$ cat config.mk
export PLATFORM = sky130hd
export DESIGN_NAME = sid_engine
export DESIGN_NICKNAME = d
export VERILOG_FILES = /design/src/rtl/sid_pkg.sv /design/src/rtl/sid_engine.sv
export SDC_FILE = /design/constraint.sdc
export NUM_CORES = 1
export LEC_CHECK = 0
export ABC_AREA = 1
export BUFFER_PORTS_ARGS = -buffer_cell sky130_fd_sc_hd__clkbuf_2
export CAP_MARGIN = 20
export CORE_MARGIN = 2
export CORE_UTILIZATION = 48
export DETAILED_ROUTE_END_ITERATION = 10
export PLACE_DENSITY = 0.77
export SETUP_SLACK_MARGIN = 0.15
export SLEW_MARGIN = 30
export SYNTH_ARGS = -nofsm -noshare
export SYNTH_HDL_FRONTEND = slang
export SYNTH_SLANG_ARGS = --single-unit
$ cat constraint.sdc
create_clock -name clk -period 1.5 [get_ports clk]
set_input_delay 0.3 -clock clk [delete_from_list [all_inputs] [get_ports clk]]
set_output_delay 0.3 -clock clk [all_outputs]
set_load 0.02 [all_outputs]
$ cat src/rtl/sid_pkg.sv
// Package for the split isochronous descriptor engine: field layouts,
// status bit positions and state codes.
// Assumes one 20 MHz clock domain shared by every user of these types.
package sid_pkg;

    localparam int STAT_ACTIVE = 7;
    localparam int STAT_ERR_HS = 6;
    localparam int STAT_BUF_ERR = 5;
    localparam int STAT_BABBLE = 4;
    localparam int STAT_XACT_ERR = 3;
    localparam int STAT_MISSED = 2;
    localparam int STAT_SPLIT = 1;

    localparam logic [1:0] TPOS_ALL = 2'h0;
    localparam logic [1:0] TPOS_BEGIN = 2'h1;
    localparam logic [1:0] TPOS_MID = 2'h2;
    localparam logic [1:0] TPOS_END = 2'h3;

    localparam logic [2:0] SS_COUNT_ONE = 3'h1;
    localparam logic [11:0] OFFSET_LAST = 12'hfff;

    // Second half of the descriptor plus the first-half fields it needs
    typedef struct packed {
        logic dir_in;
        logic [7:0] start_split_mask;
        logic [7:0] complete_split_mask;
        logic [9:0] total_byte_count;
        logic [7:0] complete_split_progress_mask;
        logic [7:0] descriptor_status_byte;
        logic [19:0] buffer_page_pointer0;
        logic [19:0] buffer_page_pointer1;
        logic page_select;
        logic [11:0] current_buffer_offset;
        logic [1:0] transaction_position;
        logic [2:0] start_split_count;
        logic [26:0] back_link_pointer;
    } sid_desc_s;

    // Outcome of one split transaction reported by the link logic
    typedef struct packed {
        logic ok;
        logic last;
        logic err_handshake;
        logic buffer_error;
        logic babble;
        logic xact_error;
    } sid_res_s;

    typedef struct packed {
        logic [31:0] addr;
        logic [7:0] data;
    } sid_ent_s;

    typedef enum logic [3:0] {
        SID_IDLE = 4'h1,
        SID_WAIT = 4'h2,
        SID_BUSY = 4'h4,
        SID_DONE = 4'h8
    } sid_state_e;

    typedef struct packed {
        sid_state_e fsm;
        sid_desc_s d;
        logic out_v;
        sid_ent_s out_e;
        logic sk_v;
        sid_ent_s sk_e;
        logic in_ready;
        logic ss_req;
        logic cs_req;
        logic [1:0] tpos;
        logic wb_valid;
    } sid_st_s;

endpackage : sid_pkg

$ cat src/rtl/sid_engine.sv
// Split isochronous descriptor engine: runs start-splits and
// complete-splits for one descriptor and writes its status back.
// Assumes the link logic and memory port share clk; uframe_tick is a
// one-cycle pulse from the frame timer on the same clock.
//
// How it works
// - Each executed complete-split sets its microframe bit in the progress mask.
// - An ERR handshake from the translator sets status bit 6.
// - A buffer overrun or underrun sets status bit 5.
// - Detected babble sets status bit 4.
// - A transaction error on the split sets status bit 3.
// - A complete-split still unanswered at the next microframe tick sets status bit 2.
// - Status bit 1 holds the split state, zero for start, one for complete.
// - Page pointers are 4K aligned and the offset advances with each byte taken while the byte count is nonzero.
// - The data address joins the selected page pointer and the offset.
// - Complete-splits run only in microframes set in the complete-split mask.
module sid_engine (
    // Clock and reset
    input wire logic clk,
    input wire logic nrst,
    // Descriptor load and write-back
    input wire logic load_valid,
    input wire sid_pkg::sid_desc_s load_desc,
    output sid_pkg::sid_desc_s wb_desc,
    output logic wb_valid,
    // Microframe timing
    input wire logic uframe_tick,
    input wire logic [2:0] uframe_index,
    // Split requests and results
    output logic ss_req,
    output logic cs_req,
    output logic [1:0] ss_position,
    input wire logic res_valid,
    input wire sid_pkg::sid_res_s res,
    // Data stream in
    input wire logic in_valid,
    input wire logic [7:0] in_data,
    output logic in_ready,
    // Data stream to memory
    output logic mem_valid,
    output logic [31:0] mem_addr,
    output logic [7:0] mem_data,
    input wire logic mem_ready
);

    ////////////////////////////////////////////////////////////////////////////

    sid_pkg::sid_st_s st;
    sid_pkg::sid_st_s next_st;

    // Selected page joined with the current offset
    function automatic logic [31:0] data_addr(input sid_pkg::sid_desc_s d);
        logic [19:0] page;
        page = d.page_select ? d.buffer_page_pointer1 : d.buffer_page_pointer0;
        return {page, d.current_buffer_offset};
    endfunction : data_addr

    function automatic logic is_active(input sid_pkg::sid_desc_s d);
        return d.descriptor_status_byte[sid_pkg::STAT_ACTIVE];
    endfunction : is_active

    ////////////////////////////////////////////////////////////////////////////

    always_comb
    begin
        logic take;
        logic pop;
        logic finish;
        logic split_cs;
        take = in_valid && st.in_ready;
        pop = st.out_v && mem_ready;
        finish = 1'b0;
        split_cs = st.d.descriptor_status_byte[sid_pkg::STAT_SPLIT];
        next_st = st;
        next_st.ss_req = 1'b0;
        next_st.cs_req = 1'b0;
        next_st.wb_valid = 1'b0;

        // Two-entry buffer: a memory stall parks one word, then in_ready drops
        if (!st.out_v || pop)
        begin
            if (st.sk_v)
            begin
                next_st.out_e = st.sk_e;
                next_st.sk_v = 1'b0;
            end
            else if (take)
            begin
                next_st.out_v = 1'b1;
                next_st.out_e = '{addr: data_addr(st.d), data: in_data};
            end
            else
            begin
                next_st.out_v = 1'b0;
            end
        end
        else if (take)
        begin
            next_st.sk_v = 1'b1;
            next_st.sk_e = '{addr: data_addr(st.d), data: in_data};
        end

        if (take)
        begin
            if (st.d.total_byte_count == '0)
            begin
                // More data than the descriptor allows
                next_st.d.descriptor_status_byte[sid_pkg::STAT_BUF_ERR] = 1'b1;
                finish = 1'b1;
            end
            else
            begin
                next_st.d.total_byte_count = st.d.total_byte_count - 10'h1;
                next_st.d.current_buffer_offset = st.d.current_buffer_offset + 12'h1;
                if (st.d.current_buffer_offset == sid_pkg::OFFSET_LAST)
                begin
                    next_st.d.page_select = 1'b1;
                end
            end
        end

        unique case (st.fsm)
            sid_pkg::SID_IDLE:
            begin
                if (load_valid && is_active(load_desc))
                begin
                    next_st.d = load_desc;
                    next_st.tpos = load_desc.transaction_position;
                    next_st.fsm = sid_pkg::SID_WAIT;
                end
            end
            sid_pkg::SID_WAIT:
            begin
                if (uframe_tick)
                begin
                    if (!split_cs && st.d.start_split_mask[uframe_index])
                    begin
                        next_st.ss_req = 1'b1;
                        next_st.fsm = sid_pkg::SID_BUSY;
                    end
                    else if (split_cs && st.d.complete_split_mask[uframe_index])
                    begin
                        next_st.cs_req = 1'b1;
                        next_st.d.complete_split_progress_mask[uframe_index] = 1'b1;
                        next_st.fsm = sid_pkg::SID_BUSY;
                    end
                end
            end
            sid_pkg::SID_BUSY:
            begin
                if (uframe_tick && split_cs)
                begin
                    // Microframe ended with the complete-split still unanswered
                    next_st.d.descriptor_status_byte[sid_pkg::STAT_MISSED] = 1'b1;
                    finish = 1'b1;
                end
                else if (res_valid)
                begin
                    if (res.err_handshake)
                    begin
                        next_st.d.descriptor_status_byte[sid_pkg::STAT_ERR_HS] = 1'b1;
                    end
                    if (res.buffer_error)
                    begin
                        next_st.d.descriptor_status_byte[sid_pkg::STAT_BUF_ERR] = 1'b1;
                    end
                    if (res.babble)
                    begin
                        next_st.d.descriptor_status_byte[sid_pkg::STAT_BABBLE] = 1'b1;
                    end
                    if (res.xact_error)
                    begin
                        next_st.d.descriptor_status_byte[sid_pkg::STAT_XACT_ERR] = 1'b1;
                    end
                    next_st.fsm = sid_pkg::SID_WAIT;
                    if (!res.ok || res.err_handshake || res.buffer_error || res.babble
                        || res.xact_error)
                    begin
                        finish = 1'b1;
                    end
                    else if (split_cs)
                    begin
                        finish = res.last;
                    end
                    else if (!st.d.dir_in && st.d.start_split_count > sid_pkg::SS_COUNT_ONE)
                    begin
                        // More OUT start-splits to go for this payload
                        next_st.d.start_split_count = st.d.start_split_count - 3'h1;
                        next_st.tpos = (st.d.start_split_count == 3'h2) ?
                            sid_pkg::TPOS_END : sid_pkg::TPOS_MID;
                    end
                    else
                    begin
                        if (!st.d.dir_in)
                        begin
                            next_st.d.start_split_count = '0;
                        end
                        if (st.d.complete_split_mask == '0)
                        begin
                            finish = 1'b1;
                        end
                        else
                        begin
                            next_st.d.descriptor_status_byte[sid_pkg::STAT_SPLIT] = 1'b1;
                        end
                    end
                end
            end
            sid_pkg::SID_DONE:
            begin
                // Hold until the buffer drains so write-back covers all data
                if (!next_st.out_v && !next_st.sk_v)
                begin
                    next_st.wb_valid = 1'b1;
                    next_st.fsm = sid_pkg::SID_IDLE;
                end
            end
            default:
            begin
                next_st.fsm = sid_pkg::SID_IDLE;
            end
        endcase

        if (finish)
        begin
            next_st.d.descriptor_status_byte[sid_pkg::STAT_ACTIVE] = 1'b0;
            next_st.d.descriptor_status_byte[sid_pkg::STAT_SPLIT] = 1'b0;
            next_st.fsm = sid_pkg::SID_DONE;
        end
        next_st.d.transaction_position = next_st.tpos;
        next_st.in_ready = !next_st.sk_v && is_active(next_st.d)
            && next_st.fsm != sid_pkg::SID_IDLE;
    end

    ////////////////////////////////////////////////////////////////////////////

    always_ff @(posedge clk or negedge nrst)
    begin
        if (!nrst)
        begin
            st <= '0;
            st.fsm <= sid_pkg::SID_IDLE;
        end
        else
        begin
            st <= next_st;
        end
    end

    assign wb_desc = st.d;
    assign wb_valid = st.wb_valid;
    assign ss_req = st.ss_req;
    assign cs_req = st.cs_req;
    assign ss_position = st.tpos;
    assign in_ready = st.in_ready;
    assign mem_valid = st.out_v;
    assign mem_addr = st.out_e.addr;
    assign mem_data = st.out_e.data;

endmodule : sid_engine

==> metrics.md <==
| Metric | Value |
|---|---|
| Drt wl/cell | 21.5 um |
| Via Count | 13000 |
| Hold Path Class | in2reg |
| Endpoints failing hold | 1 |
| Syn_nets | 1641 |
| First-pass GRT wire length | 58400 um |
| Min Tclk post-route | 1.77 ns |
| CP Capture Type | register |
| 1st-iter DRT viols | 1213 |
| Worst Slack Setup Final | -0.267 ns |
| Most frequent cells in the layout | nand2_1 (438), dfrtp_1 (206), buf_4 (196) |
| Outcome | complete, but fails checks |
| Synth cell types | 40 |
| TNS Setup | -11.70 ns |
| Reg clk slew, reported paths | 0.07 ns |
| Mapped Area | 0.0115 mm2 |
| Clock Tree Root | clkbuf_16 |
| YS warnings | 0 |
| Max Cap Viol | 0 |
| Vias in the first global route | 11300 |
| Post-Place Cells | 2020 |
| Post-route DRC | 0 |
| Maximum VDD drop | 1.53 mV |
| Drt pass-1 iters | 5 |
| Synthesized area per cell | 7.78 um2 |
| CTS Buf Count | 24 |
| Critical Path AT | 2.13 ns |
| Area Growth Syn to Fin | 66.2% |
| Static leakage | 0.00971 uW |
| Post-Layout Cell Count | 2318 |
| CTS tree | built |
| P per Cell Area | 2200 mW/mm2 |
| Placer Congestion | 0.923 |
| Clock Latency Late Sink | 0.54 ns |
| DP Wirelength | 23500 um |
| Drt total wl | 49800 um |
| DRT antenna net count | 0 |
| Initial core utilization | 0.490 |
| Htree depth | 1 |
| Largest net degree at the start of global routing | 45 |
| Mapped Cells | 1483 |
| Sequential fraction of the synthesis area | 0.473 |
| Crit path launch type | register |
| Longest Clk Path Bufs | 3 |
| Highest net fanout along the worst path | 6 |
| Worst Max-Slew Pin Slew | 0.569 ns |
| CP required | 1.87 ns |
| Largest area contributor in the netlist | dfrtp_1 |
| GRT Total Usage | 0.283 |
| Fraction of layout cells with a size suffix above 1 | 0.476 |
| Setup WS pre-CTS | -0.195 ns |
| IO Count | 327 |
| CP Class | reg2reg |
| Top cells by area, synth | dfrtp_1 (47%), nand2_1 (19%), buf_4 (11%) |
| Failing checks | hold timing, setup timing |
| Die H | 159 um |
| Gr ovfl total | 0 |
| FF+latch count, synth | 218 |
| Worst Clk Skew | 0.0261 ns |
| Die ar. | 0.0253 mm2 |
| Nets@finish | 2136 |
| Fmax | 566 MHz |
| Row cnt | 56 |
| Synth top area share | 0.471 |
| Via density | 5.62 |
| Initial antenna violation count | 6 |
| Clk sinks | 218 |
| Die Span X | 159 um |
| Max-slew violations | 0 |
| Core region area | 0.0235 mm2 |
| Part of the cycle the worst path needs | 1.18 |
| Commonest non-fill, non-tap cell in the layout | nand2_1 |
| Port Buffers | 326 |
| RSZ-0062 raised after global routing | yes |
| Final setup violating endpoints | 136 |
| Relative slew slack | 0.617 |
| Hold slack | -0.00630 ns |
repair_timing:
item / 4_1_cts / 5_1_grt
hold buffers: 78 / 1
gates resized for setup: 195 / 754
buffers inserted: 40 / 103
cloned: 7 / 23
endpoints found under the setup margin: 327 / 390
hold endpoints to repair: 111 / 1
pin swaps: 23 / 61
report_power, final:
| group | total [uW] | internal [uW] | switching [uW] |
|---|---|---|---|
| Clock | 5990 | 3410 | 2580 |
| Sequential | 11300 | 8590 | 2710 |
| Combinational | 25000 | 12100 | 12800 |
per-stage QoR:
step	cell area, um2	utilization	power (uW)
floorplan	11600	-	21600
global placement	13200	0.562	24200
detailed placement	13200	0.562	24700
CTS	16000	0.679	33400
global route	19200	0.814	43800
finish	19200	0.814	42300
registers in the layout, indices dropped and copies added, names as in the netlist:
register	cells
in_ready	1
mem_data	8
ss_position	2
st	45
wb_valid	1
mem_valid	1
wb_desc	126
mem_addr	32
ss_req	1
cs_req	1
critical path, cell delays in order, from the launching register on:
cell	delay (ns)
dfstp_2	0.56
nand3_4	0.09
nor2_4	0.19
clkinv_4	0.16
clkbuf_16	0.21
clkbuf_16	0.17
nand2_2	0.06
nand2_1	0.16
Yosys cell counts:
library cell and n:
nand2_4 1, inv_2 20, buf_4 171, xor2_1 13, nor3_2 1, dfrtp_1 217, a21oi_2 2, buf_2 23
buf_1 2, o32a_1 1, inv_4 1, o21ai_4 1, nor3_1 15, nand3_4 1, o31ai_2 1, bufinv_8 1
o21ai_0 52, nand2_2 4, o21ai_1 43, nand3b_1 2, nand2_1 570, or2_0 4, or2_1 1, o211ai_1 6
inv_1 64, buf_6 3, nor2_4 3, o31ai_1 3, dfstp_2 1, o21bai_1 2, a31oi_1 24, xnor2_1 1
clkbuf_1 32, nand3_1 36, a21oi_1 57, nor2_2 3, nor2_1 89, nand4_1 5, o22ai_1 1, ha_1 6
cell type report:
cell class / count / area [um2]
Antenna cell: 3 / 7.51
Clock buffer: 33 / 694
Clock inverter: 11 / 91.3
Fill cell: 1182 / 4370
Inverter: 86 / 363
Multi-Input combinational cell: 948 / 5330
Sequential cell: 218 / 5470
Tap cell: 319 / 399
Timing Repair Buffer: 700 / 6820
logic make-up (layout without fill, tap and decap cells):
logic type,count (synthesis),after routing,share of synthesized area
simple gates,735,735,0.253
buf+inv,317,830,0.165
flops,218,218,0.473
compound gates,193,193,0.0916
xor+xnor,14,14,0.0106
fa+ha+maj,6,6,0.00651
other cells,0,3,0
final timing paths:
kind	slack, ns	from	cells after the start	to
worst max-delay path	-0.27	st[216]$_DFF_PN1_	7	wb_desc[53]$_DFFE_PN0P_
worst min-delay path	-0.006	load_desc[72]	3	wb_desc[72]$_DFFE_PN0P_
worst max register to register	-0.27	st[216]$_DFF_PN1_	7	wb_desc[53]$_DFFE_PN0P_
worst min register to register	0.47	st[17]$_DFFE_PN0P_	2	st[17]$_DFFE_PN0P_
max in group asynchronous	0.61	nrst	3	wb_desc[63]$_DFFE_PN0P_
min in group asynchronous	0.27	nrst	2	mem_addr[5]$_DFFE_PN0P_
routing by layer:
layer / GRT usage / wire length, um / vias to the layer above / part of all wire
li1: - / - / 5508 / -
met5: 0 / 29 / - / 0.00058
met3: 0.0490 / 4750 / 334 / 0.095
met2: 0.484 / 24400 / 1014 / 0.49
met1: 0.355 / 16800 / 6168 / 0.34
met4: 0.122 / 3910 / 6 / 0.078
(Power assumes the default switching activity.)
